===== src/core/mteu_defines.vh =====
// Constants of the meter token execution unit.
`ifndef MTEU_DEFINES_VH
`define MTEU_DEFINES_VH
`define MTEU_ADDR_CTRL 12'h000
`define MTEU_ADDR_TOKLO 12'h004
`define MTEU_ADDR_TOKHI 12'h008
`define MTEU_ADDR_STATUS 12'h00C
`define MTEU_ADDR_CREDIT0 12'h010
`define MTEU_ADDR_CREDIT1 12'h014
`define MTEU_ADDR_CREDIT2 12'h018
`define MTEU_ADDR_CREDIT3 12'h01C
`define MTEU_ADDR_PLIMIT 12'h020
`define MTEU_ADDR_ULIMIT 12'h024
`define MTEU_ADDR_KEYLO 12'h028
`define MTEU_ADDR_KEYHI 12'h02C
`define MTEU_ADDR_KEYATTR 12'h030
`define MTEU_ADDR_IDENT 12'h034
`define MTEU_ADDR_TESTS 12'h038
`define MTEU_ADDR_TAMPER 12'h03C
`define MTEU_ADDR_KEYTIME 12'h040
`define MTEU_ADDR_RESULT1 12'h044
`define MTEU_CLASS_CREDIT 2'h0
`define MTEU_CLASS_MGMT 2'h2
`define MTEU_CLASS_RSVD 2'h3
`define MTEU_VAR_PLIMIT 4'h0
`define MTEU_VAR_CLRCRED 4'h1
`define MTEU_VAR_KC1 4'h3
`define MTEU_VAR_KC2 4'h4
`define MTEU_VAR_TAMPER 4'h5
`define MTEU_VAR_ULIMIT 4'h6
`define MTEU_VAR_KC3 4'h8
`define MTEU_VAR_KC4 4'h9
`define MTEU_RES_NONE 4'h0
`define MTEU_RES_ACCEPT 4'h1
`define MTEU_RES_REJECT 4'h2
`define MTEU_RES_OLD 4'h3
`define MTEU_RES_USED 4'h4
`define MTEU_RES_KEYEXP 4'h5
`define MTEU_RES_DEFKEY 4'h6
`define MTEU_RES_FUNC 4'h7
`define MTEU_RES_KCDONE 4'h8
`define MTEU_RES_OVERFLOW 4'h9
`define MTEU_RES_KC1 4'hA
`define MTEU_RES_KC2 4'hB
`define MTEU_RES_KC3 4'hC
`define MTEU_RES_KC4 4'hD
`define MTEU_RES_MFR 4'hE
`define MTEU_VAL_OK 3'h0
`define MTEU_VAL_OLD 3'h1
`define MTEU_VAL_USED 3'h2
`define MTEU_VAL_KEYEXP 3'h3
`define MTEU_VAL_DEFKEY 3'h4
`define MTEU_KEYTIME_S 420
`define MTEU_CLK_HZ 40'h000BEBC200
`define MTEU_TEST_STEP_CYC 16
`endif


===== src/core/mteu_test_seq.v =====
// Steps through selected test outputs in fixed order.
`timescale 1ns/10ps
`include "mteu_defines.vh"
module mteu_test_seq #(
    parameter NTEST = 8,
    parameter STEP = `MTEU_TEST_STEP_CYC
) (
    input wire clk_sys,
    input wire sys_rst,
    input wire start,
    input wire [NTEST-1:0] selMask,
    output wire busy,
    output reg [NTEST-1:0] testStrobe
);
    reg [NTEST-1:0] pend_r;
    reg [7:0] gap_r;
    integer i;
    reg found;
    reg [NTEST-1:0] pick;
    // Lowest pending bit is started first.
    always @* begin
        pick = {NTEST{1'b0}};
        found = 1'b0;
        for (i = 0; i < NTEST; i = i + 1) begin
            if (pend_r[i] && !found) begin
                pick[i] = 1'b1;
                found = 1'b1;
            end
        end
    end
    assign busy = |pend_r;
    always @(posedge clk_sys) begin
        if (sys_rst) begin
            pend_r <= {NTEST{1'b0}};
            gap_r <= 8'h00;
            testStrobe <= {NTEST{1'b0}};
        end else begin
            testStrobe <= {NTEST{1'b0}};
            if (start) begin
                pend_r <= selMask;
                gap_r <= 8'h00;
            end else if (gap_r != 8'h00) begin
                gap_r <= gap_r - 8'h01;
            end else if (found) begin
                testStrobe <= pick;
                pend_r <= pend_r & ~pick;
                gap_r <= STEP[7:0];
            end
        end
    end
endmodule // mteu_test_seq


===== src/core/mteu_key_asm.v =====
// Collects key change parts and swaps the single active key.
`timescale 1ns/10ps
`include "mteu_defines.vh"
module mteu_key_asm #(
    parameter [39:0] TOUT_CYC = `MTEU_KEYTIME_S * `MTEU_CLK_HZ
) (
    input wire clk_sys,
    input wire sys_rst,
    input wire partValid,
    input wire [1:0] partIdx,
    input wire [31:0] partData,
    output reg [63:0] active_decryption_key,
    output reg [63:0] keyAttr,
    output reg done,
    output wire [3:0] havePart,
    output wire pending
);
    reg [31:0] part_r [0:3];
    reg [3:0] have_r;
    reg [39:0] timer_r;
    wire [3:0] haveNxt;
    assign haveNxt = have_r | (4'h1 << partIdx);
    assign havePart = have_r;
    assign pending = |have_r;
    always @(posedge clk_sys) begin
        if (sys_rst) begin
            have_r <= 4'h0;
            timer_r <= 40'h0000000000;
            done <= 1'b0;
            active_decryption_key <= 64'h0000000000000000;
            keyAttr <= 64'h0000000000000000;
            part_r[0] <= 32'h00000000;
            part_r[1] <= 32'h00000000;
            part_r[2] <= 32'h00000000;
            part_r[3] <= 32'h00000000;
        end else begin
            done <= 1'b0;
            if (partValid) begin
                part_r[partIdx] <= partData;
                if (have_r == 4'h0)
                    timer_r <= 40'h0000000000;
                if (haveNxt == 4'hF) begin
                    // Key and attributes are swapped together on the same clock edge.
                    active_decryption_key <= {part_r[1], part_r[0]};
                    keyAttr <= {part_r[3], part_r[2]};
                    if (partIdx == 2'h0)
                        active_decryption_key[31:0] <= partData;
                    if (partIdx == 2'h1)
                        active_decryption_key[63:32] <= partData;
                    if (partIdx == 2'h2)
                        keyAttr[31:0] <= partData;
                    if (partIdx == 2'h3)
                        keyAttr[63:32] <= partData;
                    have_r <= 4'h0;
                    done <= 1'b1;
                end else begin
                    have_r <= haveNxt;
                end
            end else if (have_r != 4'h0) begin
                if (timer_r >= TOUT_CYC - 40'h0000000001) begin
                    have_r <= 4'h0;
                    timer_r <= 40'h0000000000;
                end else begin
                    timer_r <= timer_r + 40'h0000000001;
                end
            end
        end
    end
endmodule // mteu_key_asm


===== src/core/mteu_exec.v =====
// Token execution unit with APB register access.
//
// The APB slave port and the placing of the registers are this design's own decisions.
`timescale 1ns/10ps
`include "mteu_defines.vh"
module mteu_exec #(
    parameter [39:0] KEY_TOUT_CYC = `MTEU_KEYTIME_S * `MTEU_CLK_HZ,
    parameter NTEST = 8,
    parameter [NTEST-1:0] TEST_SUPPORTED = 8'h0F,
    parameter [15:0] MFR_CODE = 16'h0042, // Arbitrary value.
    parameter [31:0] DRN_VALUE = 32'h12345678, // Arbitrary value.
    parameter [7:0] EA_VALUE = 8'h07 // Arbitrary value.
) (
    input wire clk_sys,
    input wire sys_rst,
    input wire psel,
    input wire penable,
    input wire pwrite,
    input wire [11:0] paddr,
    input wire [31:0] pwdata,
    output wire pready,
    output reg [31:0] prdata,
    output wire pslverr,
    output reg [3:0] resultCode,
    output reg [1:0] resultPort,
    output reg resultValid,
    output wire [NTEST-1:0] testStrobe,
    output reg propStrobe,
    output reg [31:0] propData,
    output reg tamperCancel,
    output reg tamperFlag
);
    // Minutes of cycles at full rate need a 40-bit count.
    localparam [39:0] KTO = KEY_TOUT_CYC;
    reg [31:0] tokLo_r;
    reg [31:0] tokHi_r;
    reg [1:0] srcPort_r;
    reg [2:0] valRes_r;
    reg auth_r;
    reg go_r;
    reg [31:0] credit_r [0:3];
    reg [31:0] pLimit_r;
    reg [31:0] uLimit_r;
    reg [3:0] status_r;
    reg showId_r;
    reg kcValid;
    reg [1:0] kcIdx;
    reg seqStart;
    reg [NTEST-1:0] seqMask;
    wire [63:0] keyVal;
    wire [63:0] keyAttr;
    wire kcDone;
    wire kcPending;
    wire [3:0] kcHave;
    wire seqBusy;
    wire apbWr;
    wire apbRd;
    wire [1:0] tokClass;
    wire [3:0] token_variant_field;
    wire [1:0] credSel;
    wire [31:0] amount;
    wire [32:0] credSum;
    wire [NTEST-1:0] ctrlField;
    wire [15:0] manufacturer_code;
    wire defaultKey;
    assign apbWr = psel & penable & pwrite;
    assign apbRd = psel & penable & ~pwrite;
    assign pready = 1'b1;
    assign pslverr = 1'b0;
    assign tokClass = tokHi_r[31:30];
    assign token_variant_field = tokHi_r[29:26];
    assign credSel = token_variant_field[1:0];
    assign amount = tokLo_r;
    assign ctrlField = tokLo_r[NTEST-1:0];
    assign manufacturer_code = tokLo_r[31:16];
    assign credSum = {1'b0, credit_r[credSel]} + {1'b0, amount};
    assign defaultKey = (keyAttr[7:4] == 4'h0);

    // Maps a key part variant to its slot.
    function [1:0] kcSlot;
        input [3:0] v;
        begin
            case (v)
                `MTEU_VAR_KC1: kcSlot = 2'h0;
                `MTEU_VAR_KC2: kcSlot = 2'h1;
                `MTEU_VAR_KC3: kcSlot = 2'h2;
                default: kcSlot = 2'h3;
            endcase
        end
    endfunction

    function isKeyVar;
        input [3:0] v;
        begin
            isKeyVar = (v == `MTEU_VAR_KC1) || (v == `MTEU_VAR_KC2) ||
                (v == `MTEU_VAR_KC3) || (v == `MTEU_VAR_KC4);
        end
    endfunction

    // Maps a validation status to its result code.
    function [3:0] valCode;
        input [2:0] s;
        begin
            case (s)
                `MTEU_VAL_OLD: valCode = `MTEU_RES_OLD;
                `MTEU_VAL_USED: valCode = `MTEU_RES_USED;
                `MTEU_VAL_KEYEXP: valCode = `MTEU_RES_KEYEXP;
                `MTEU_VAL_DEFKEY: valCode = `MTEU_RES_DEFKEY;
                default: valCode = `MTEU_RES_REJECT;
            endcase
        end
    endfunction

    mteu_key_asm #(
        .TOUT_CYC(KTO)
    ) u_key (
        .clk_sys(clk_sys),
        .sys_rst(sys_rst),
        .partValid(kcValid),
        .partIdx(kcIdx),
        .partData(tokLo_r),
        .active_decryption_key(keyVal),
        .keyAttr(keyAttr),
        .done(kcDone),
        .havePart(kcHave),
        .pending(kcPending)
    );

    mteu_test_seq #(
        .NTEST(NTEST)
    ) u_seq (
        .clk_sys(clk_sys),
        .sys_rst(sys_rst),
        .start(seqStart),
        .selMask(seqMask),
        .busy(seqBusy),
        .testStrobe(testStrobe)
    );

    // Decodes the latched token into the key part and test start strobes.
    always @* begin
        kcValid = 1'b0;
        kcIdx = kcSlot(token_variant_field);
        seqStart = 1'b0;
        seqMask = ctrlField & TEST_SUPPORTED;
        if (go_r && auth_r && valRes_r == `MTEU_VAL_OK &&
            tokClass == `MTEU_CLASS_MGMT && isKeyVar(token_variant_field))
            kcValid = 1'b1;
        if (go_r && auth_r && valRes_r == `MTEU_VAL_OK &&
            tokClass == 2'h1 && token_variant_field == 4'h0 &&
            (ctrlField[NTEST-1:1] & ~TEST_SUPPORTED[NTEST-1:1]) ==
            {(NTEST-1){1'b0}})
            seqStart = 1'b1;
        if (go_r && auth_r && valRes_r == `MTEU_VAL_OK && tokClass == 2'h1 &&
            token_variant_field >= 4'h6 && manufacturer_code == MFR_CODE)
            seqStart = 1'b1;
    end

    always @(posedge clk_sys) begin
        if (sys_rst) begin
            tokLo_r <= 32'h00000000;
            tokHi_r <= 32'h00000000;
            srcPort_r <= 2'h0;
            valRes_r <= 3'h0;
            auth_r <= 1'b0;
            go_r <= 1'b0;
            credit_r[0] <= 32'h00000000;
            credit_r[1] <= 32'h00000000;
            credit_r[2] <= 32'h00000000;
            credit_r[3] <= 32'h00000000;
            pLimit_r <= 32'h00000000;
            uLimit_r <= 32'h00000000;
            status_r <= `MTEU_RES_NONE;
            showId_r <= 1'b0;
            resultCode <= `MTEU_RES_NONE;
            resultPort <= 2'h0;
            resultValid <= 1'b0;
            propStrobe <= 1'b0;
            propData <= 32'h00000000;
            tamperCancel <= 1'b0;
            tamperFlag <= 1'b0;
        end else begin
            go_r <= 1'b0;
            resultValid <= 1'b0;
            propStrobe <= 1'b0;
            tamperCancel <= 1'b0;
            if (apbWr) begin
                case (paddr)
                    `MTEU_ADDR_TOKLO: tokLo_r <= pwdata;
                    `MTEU_ADDR_TOKHI: tokHi_r <= pwdata;
                    `MTEU_ADDR_CTRL: begin
                        // Bit 0 executes; bits 2:1 tag the entry port.
                        go_r <= pwdata[0];
                        srcPort_r <= pwdata[2:1];
                        auth_r <= pwdata[3];
                        valRes_r <= pwdata[6:4];
                        showId_r <= pwdata[8];
                    end
                    `MTEU_ADDR_TAMPER: tamperFlag <= pwdata[0];
                    default: begin
                    end
                endcase
            end
            if (go_r) begin
                resultValid <= 1'b1;
                resultPort <= srcPort_r;
                if (!auth_r) begin
                    resultCode <= `MTEU_RES_REJECT;
                end else if (valRes_r != `MTEU_VAL_OK) begin
                    resultCode <= valCode(valRes_r);
                end else if (tokClass == `MTEU_CLASS_CREDIT) begin
                    if (defaultKey) begin
                        resultCode <= `MTEU_RES_DEFKEY;
                    end else if (credSum[32]) begin
                        resultCode <= `MTEU_RES_OVERFLOW;
                    end else begin
                        credit_r[credSel] <= credSum[31:0];
                        resultCode <= `MTEU_RES_ACCEPT;
                    end
                end else if (tokClass == 2'h1) begin
                    if (token_variant_field >= 4'h6) begin
                        resultCode <= (manufacturer_code == MFR_CODE) ?
                            `MTEU_RES_ACCEPT : `MTEU_RES_REJECT;
                    end else if (token_variant_field == 4'h0 && seqStart) begin
                        resultCode <= `MTEU_RES_ACCEPT;
                    end else begin
                        resultCode <= `MTEU_RES_FUNC;
                    end
                end else if (tokClass == `MTEU_CLASS_MGMT) begin
                    if (token_variant_field == `MTEU_VAR_PLIMIT) begin
                        pLimit_r <= tokLo_r;
                        resultCode <= `MTEU_RES_ACCEPT;
                    end else if (token_variant_field == `MTEU_VAR_CLRCRED) begin
                        credit_r[tokLo_r[1:0]] <= 32'h00000000;
                        resultCode <= `MTEU_RES_ACCEPT;
                    end else if (token_variant_field == `MTEU_VAR_TAMPER) begin
                        tamperFlag <= 1'b0;
                        tamperCancel <= 1'b1;
                        resultCode <= `MTEU_RES_ACCEPT;
                    end else if (token_variant_field == `MTEU_VAR_ULIMIT) begin
                        uLimit_r <= tokLo_r;
                        resultCode <= `MTEU_RES_ACCEPT;
                    end else if (isKeyVar(token_variant_field)) begin
                        if ((kcHave | (4'h1 << kcIdx)) == 4'hF)
                            resultCode <= `MTEU_RES_KCDONE;
                        else
                            resultCode <= `MTEU_RES_KC1 +
                                {2'h0, kcIdx};
                    end else if (token_variant_field >= 4'hC) begin
                        propStrobe <= 1'b1;
                        propData <= tokLo_r;
                        resultCode <= `MTEU_RES_MFR;
                    end else begin
                        resultCode <= `MTEU_RES_REJECT;
                    end
                end else begin
                    resultCode <= `MTEU_RES_REJECT;
                end
            end
            if (go_r)
                status_r <= `MTEU_RES_NONE;
        end
    end

    // Read mux; unmapped addresses return zero.
    always @* begin
        prdata = 32'h00000000;
        if (apbRd) begin
            case (paddr)
                `MTEU_ADDR_TOKLO: prdata = tokLo_r;
                `MTEU_ADDR_TOKHI: prdata = tokHi_r;
                `MTEU_ADDR_STATUS: prdata = {20'h00000, kcHave, seqBusy,
                    kcPending, resultPort, resultCode};
                `MTEU_ADDR_CREDIT0: prdata = credit_r[0];
                `MTEU_ADDR_CREDIT1: prdata = credit_r[1];
                `MTEU_ADDR_CREDIT2: prdata = credit_r[2];
                `MTEU_ADDR_CREDIT3: prdata = credit_r[3];
                `MTEU_ADDR_PLIMIT: prdata = pLimit_r;
                `MTEU_ADDR_ULIMIT: prdata = uLimit_r;
                `MTEU_ADDR_KEYLO: prdata = keyVal[31:0];
                `MTEU_ADDR_KEYHI: prdata = keyVal[63:32];
                `MTEU_ADDR_KEYATTR: prdata = keyAttr[31:0];
                `MTEU_ADDR_IDENT: prdata = showId_r ? DRN_VALUE :
                    {24'h000000, EA_VALUE};
                `MTEU_ADDR_TESTS: prdata = {24'h000000, TEST_SUPPORTED};
                `MTEU_ADDR_TAMPER: prdata = {31'h00000000, tamperFlag};
                `MTEU_ADDR_RESULT1: prdata = {28'h0000000, status_r};
                default: prdata = 32'h00000000;
            endcase
        end
    end
endmodule // mteu_exec


===== config.mk =====
export PLATFORM = sky130hd
export DESIGN_NAME = mteu_exec
export DESIGN_NICKNAME = d
export VERILOG_FILES = /design/src/core/mteu_test_seq.v /design/src/core/mteu_key_asm.v /design/src/core/mteu_exec.v
export VERILOG_INCLUDE_DIRS = /design/src /design/src/core
export SDC_FILE = /design/constraint.sdc
export NUM_CORES = 1
export LEC_CHECK = 0
export BUFFER_PORTS_ARGS = -buffer_cell sky130_fd_sc_hd__buf_2
export CORE_MARGIN = 8
export CORE_UTILIZATION = 35
export DETAILED_ROUTE_END_ITERATION = 10
export PLACE_DENSITY = 0.61
export SLEW_MARGIN = 5
export SYNTH_ARGS = -nofsm -noshare
export SYNTH_HDL_FRONTEND = slang
export SYNTH_SLANG_ARGS = --single-unit

===== constraint.sdc =====
create_clock -name clk_sys -period 9.7 [get_ports clk_sys]
set_input_delay 0.485 -clock clk_sys [delete_from_list [all_inputs] [get_ports clk_sys]]
set_output_delay 0.485 -clock clk_sys [all_outputs]
set_load 0.01 [all_outputs]

=== Word-level counts from Yosys, hierarchy flattened ===
Memory sizes are Yosys's and may differ from the RTL's. A register that Yosys moved wholly into a read port is not among the register bits.
Cells that the tools add are included.

* Bits in registers: 246
* Latch bits: 0
* Bits in writable memories: 256
* Memory bits (read-only): 0
* Input port bits: 49
* Output and inout bits: 84
* Word-level logic and storage cells: 249
* Memories: 2

* $add $sub $neg: 4
* $mul: 0
* Divide/modulo/power cells: 0
* Order comparisons: 3
* Equality and inequality tests: 32
* Shift operators: 1
* Multiplexer cells: 101
* Bitwise gates (word level): 22
* Reductions and logical operators: 62

{| class="wikitable"
|+ Memories
! memory !! depth !! width !! read ports !! clocked after memory_dff !! write ports !! line !! source
|-
| credit_r || 4 || 32 || 5 || 1 || 4 || mteu_exec.v:41 || <nowiki>reg [31:0] credit_r [0:3];</nowiki>
|-
| u_key.part_r || 4 || 32 || 3 || 3 || 4 || mteu_key_asm.v:18 || <nowiki>reg [31:0] part_r [0:3];</nowiki>
|}

{| class="wikitable"
|+ Operators with widths
! cell !! number
|-
| one-hot mux 32 bit (15 select lines) || 1
|-
| two-way mux 40 bit || 4
|-
| two-way mux 32 bit || 4
|-
| == test 12 x 6 -> 1 bit (second input constant) || 8
|-
| OR reduction 32 bit || 3
|-
| two-way mux 4 bit || 21
|-
| two-way mux 1 bit || 58
|-
| == test 12 x 5 -> 1 bit (second input constant) || 4
|-
| adder 40 x 1 -> 40 bit (second input constant) || 1
|-
| greater-or-equal comparator 40 x 37 -> 1 bit (second input constant) || 1
|-
| adder 32 x 32 -> 33 bit || 1
|-
| two-way mux 29 bit || 1
|-
| == test 12 x 4 -> 1 bit (second input constant) || 2
|-
| logical AND 1 bit || 17
|-
| == test 16 x 7 -> 1 bit (second input constant) || 1
|-
| two-way mux 8 bit || 2
|-
| NOT 1 bit || 16
|-
| AND reduction 2 bit || 8
|-
| == test 12 x 3 -> 1 bit (second input constant) || 1
|-
| == test 4 x 3 -> 1 bit (second input constant) || 3
|-
| == test 4 bit (second input constant) || 3
|-
| zero test 12 bit || 1
|-
| zero test 4 bit || 3
|-
| two-way mux 2 bit || 6
|-
| other kinds (39) || 55
|}

=== Longest topological paths before layout ===
* Depth in word-level cells: 27
* Mapped depth: 15
* Gate-level depth less buffers: 12

=== Modules after synthesis ===
A second synthesis with hierarchy kept.

* Cell total of the unflattened synthesis: 3175
* Area, all modules: 30088.9 µm²

{| class="wikitable"
|+ Modules (own cells, without submodules)
! module !! times used !! cells each !! area each (µm²) !! sequential area each (µm²)
|-
| mteu_exec || 1 || 1867 || 16702.3 || 7447.1
|-
| mteu_key_asm || 1 || 1194 || 12335.6 || 7307.0
|-
| mteu_test_seq || 1 || 114 || 1051.0 || 480.5
|}

=== Worst setup path after synthesis ===
No wires, ideal clock.

* Kind: register to register
* Start point: reg with a tool-made name
* End point: mem credit_r[3][0] (enable)
* Setup time: 0.432 ns
* Arrival: 4.886 ns
* Data required time: 9.268 ns
* Slack: 4.383 ns
* Stages on the path, launching flop included: 14
* Buffers on the path: 3
* Period minus slack after synthesis: 5.317 ns
* Cells stage by stage: dfxtp_1 -> clkbuf_1 -> buf_1 -> mux4_2 -> ha_1 -> buf_6 -> a21oi_1 -> o21ai_0 -> a21oi_1 -> o221ai_4 -> a41o_2 -> nor2_2 -> o32ai_1 -> a21oi_1

{| class="wikitable"
|+ RTL lines
! what !! line
|-
| end, declared || mteu_exec.v:41
|}

==> impl_metrics.env <==
export IMPL_synth_top_family_by_area="compound AO/OA/AOI/OAI gates"
export IMPL_fin_worst_hold_slack_ps=84.4
export IMPL_final_core_util=0.400
export IMPL_cp_start_kind="flop"
export IMPL_drc_errors=0
export IMPL_antenna_found_initial=4
export IMPL_grt_total_usage=0.212
export IMPL_net_switching_power_mw=1.21
export IMPL_hold_path_class="input port to flop"
export IMPL_power_frac_seq=0.500
export IMPL_initialDrtViolationCount=2615
export IMPL_worst_skew_pair_late_latency_ps=660
export IMPL_fin_area_sq_um=29800
export IMPL_num_nets_final=2871
export IMPL_outcome="complete, no violations"
export IMPL_synthToLayoutAreaGrowth_pct=13.0
export IMPL_slew_violations=0
export IMPL_yosysWarnings=0
export IMPL_synth_cell_area_sq_um=26400
export IMPL_muxShareOfSynthArea=0.0326
export IMPL_cts_num_sinks=568
export IMPL_initial_core_util=0.354
export IMPL_dieWidth_um=291
export IMPL_cap_viol_max_count=0
export IMPL_place_gp_congestion=0.895
export IMPL_max_freq_mhz=176
export IMPL_io_pins=133
export IMPL_netSwitchingFraction=0.235
export IMPL_drive_gt1_frac=0.133
export IMPL_drt_wl_total_mm=93.3
export IMPL_core_area_sq_um=74600
export IMPL_cts_tree="built"
export IMPL_path_class="flop to flop"
export IMPL_required_ps=9970
export IMPL_grt_max_degree=94
export IMPL_wl_per_cell_um=24.5
export IMPL_skew_ps=73.1
export IMPL_ir_drop_uv=142
export IMPL_final_common_cell="nand2_1"
export IMPL_grt_pass1_wl_mm=140
export IMPL_arrival_ps=5940
export IMPL_synth_simple_area_share=0.175
export IMPL_power_frac_comb=0.044
export IMPL_final_cells=3807
export IMPL_grt_pass1_vias=21708
export IMPL_p_leak_nw=10.6
export IMPL_power_density_nw_per_um2=172
export IMPL_synth_compound_area_share=0.193
export IMPL_finalCritPeriodShare=0.585
export IMPL_placed_cells=3691
export IMPL_setup_tns_ps=0
export IMPL_htreeDepth=2
export IMPL_syn_avg_cell_area_sq_um=9.53
export IMPL_post_drt_via_cell_ratio=5.83
export IMPL_portBuffers=130
export IMPL_synth_cell_types=90
export IMPL_synth_fa_ha_area_frac=0.0178
export IMPL_final_setup_viol_count=0
export IMPL_cts_hold_buffers_added=0
export IMPL_clkSlewWorstSetupHoldPaths_ps=70
export IMPL_crit_path_max_fanout=32
export IMPL_hold_viol=0
export IMPL_drt_pre_antenna_iters=8
export IMPL_hpwl_mm=60.7
export IMPL_finalCriticalPeriod_ps=5670
export IMPL_die_height_um=291
export IMPL_antenna_left=0
export IMPL_yosysSeqAreaShare=0.516
export IMPL_final_cell_mix="nand2_1, a21oi_1, dfxtp_1"
export IMPL_postCtsResizedCells=0
export IMPL_post_cts_buffers=0
export IMPL_gr_total_overflow=0
export IMPL_tightest_slew_ps=1240
export IMPL_synth_async_reset_ratio=0
export IMPL_rsz0062_at_grt="false"
export IMPL_insertedDiodeCount=0
export IMPL_synth_xor_area_share=0.0212
export IMPL_via_count=22206
export IMPL_synth_nets=2854
export IMPL_clockPowerShare=0.456
export IMPL_core_rowCount=100
export IMPL_ys_flop_type="dfxtp_1"
export IMPL_cts_buffer_depth=3
export IMPL_synth_cells=2768
export IMPL_cts_buffers=61
export IMPL_place_area_sq_um=27800
export IMPL_synth_seq_cells=568
export IMPL_slew_headroom=0.171
export IMPL_synth_edff_count=224
export IMPL_end_kind="flop"
export IMPL_p_int_mw=3.93
export IMPL_die_area_sq_um=84400
export IMPL_cts_root_buffer="clkbuf_16"
Yosys cell counts, types with 5 or more instances:
cell | number | area share
a41oi_1 | 8 | 0.0027
nor3_2 | 13 | 0.0049
nand4_1 | 21 | 0.0050
and4_1 | 9 | 0.0030
ha_1 | 36 | 0.017
nor4_1 | 15 | 0.0036
a221o_1 | 14 | 0.0053
or4_1 | 5 | 0.0014
buf_6 | 8 | 0.0034
a21oi_1 | 374 | 0.071
a31oi_1 | 37 | 0.0088
and3_1 | 79 | 0.019
a221oi_1 | 66 | 0.022
edfxtp_1 | 224 | 0.25
nand3_1 | 29 | 0.0055
mux2i_1 | 14 | 0.0053
or3_1 | 6 | 0.0014
mux4_2 | 32 | 0.027
dfxtp_1 | 344 | 0.26
nor3_1 | 52 | 0.0099
a21o_1 | 19 | 0.0054
or2_2 | 6 | 0.0014
o21ai_0 | 92 | 0.017
buf_1 | 8 | 0.0011
and2_1 | 38 | 0.0090
nand2b_1 | 16 | 0.0038
a22o_1 | 47 | 0.016
inv_1 | 43 | 0.0061
a211oi_1 | 29 | 0.0082
a211oi_2 | 5 | 0.0024
buf_2 | 52 | 0.0099
xnor2_1 | 27 | 0.0090
a222oi_1 | 28 | 0.011
nor2b_1 | 15 | 0.0036
a22oi_1 | 16 | 0.0046
buf_4 | 7 | 0.0020
xor2_1 | 37 | 0.012
clkbuf_1 | 154 | 0.022
o21bai_1 | 7 | 0.0020
nor2_1 | 243 | 0.035
nand2_1 | 415 | 0.059
cells by family after synthesis:
group | after synthesis
other | 2
AO/OA/AOI/OAI | 790
adder cells (fa/ha/maj) | 37
multiplexers | 46
XOR/XNOR | 64
AND/OR/NAND/NOR | 988
flip-flops | 568
buffers and inverters | 273
power by group through the flow:
stage	Combinational [mW]	Clock (mW)	Sequential (mW)
2_1_floorplan	0.156	0	2.61
3_5_place_dp	0.221	0	2.62
6_report	0.224	2.35	2.57
4_1_cts	0.223	2.38	2.57
3_3_place_gp	0.220	0	2.62
5_1_grt	0.248	2.47	2.58
sequential cells by signal, summed over array words and instances (netlist names), 8 cells and up, named ones only:
name and cells:
credit_r 128, u_key.part_r 96, u_key.active_decryption_key 64, u_key.timer_r 40, amount 32, pLimit_r 32
propData 32, tokHi_r 32, uLimit_r 32, u_key.keyAttr 32, u_seq.gap_r 8, u_seq.pend_r 8
u_seq.testStrobe 8
per-layer routing:
| layer | track usage | wire length (um) | vias up |
|---|---|---|---|
| met5 | 0 | 48 | - |
| li1 | - | - | 10156 |
| met2 | 0.335 | 42000 | 1101 |
| met1 | 0.282 | 39000 | 10733 |
| met4 | 0.0813 | 3630 | 8 |
| met3 | 0.0454 | 8590 | 208 |
metrics by stage:
stage / total power, mW / setup slack [ps]
floorplan: 2.76 / 4380
global placement: 2.84 / 4110
detailed placement: 2.84 / 3990
CTS: 5.18 / 3880
global route: 5.30 / 3670
finish: 5.14 / 4030
area by class of cell:
| class | instances | area (sq um) |
|---|---|---|
| well taps | 969 | 1210 |
| flip-flops and latches | 568 | 13600 |
| fillers | 7373 | 44700 |
| inverters | 43 | 161 |
| repair buffers | 184 | 1060 |
| multi-input cells | 1927 | 11700 |
| clock buffers | 88 | 1790 |
| clock inverters | 28 | 245 |
worst max-delay path: stages (launching register included):
cell      delay, ps
dfxtp_2         760
buf_4           460
mux4_2          550
ha_1            400
a21oi_1         190
o21ai_0         100
a21oi_1         260
o221ai_4        180
a41o_2          350
o32ai_2         280
nand2_2         500
nand2_1         820
buf_4           410
path summary, 6_finish.rpt:
check	startpoint	to	slack, ps	depth (start not counted)
worst max register to register	flop	credit_r[0][7]	4030	12
worst max-delay path	flop	credit_r[0][7]	4030	12
worst min-delay path	pwdata[20]	tokHi_r[20]	80	3
worst min register to register	propData[21]	propData[21]	450	2
Power figures use the tool's default switching activity.
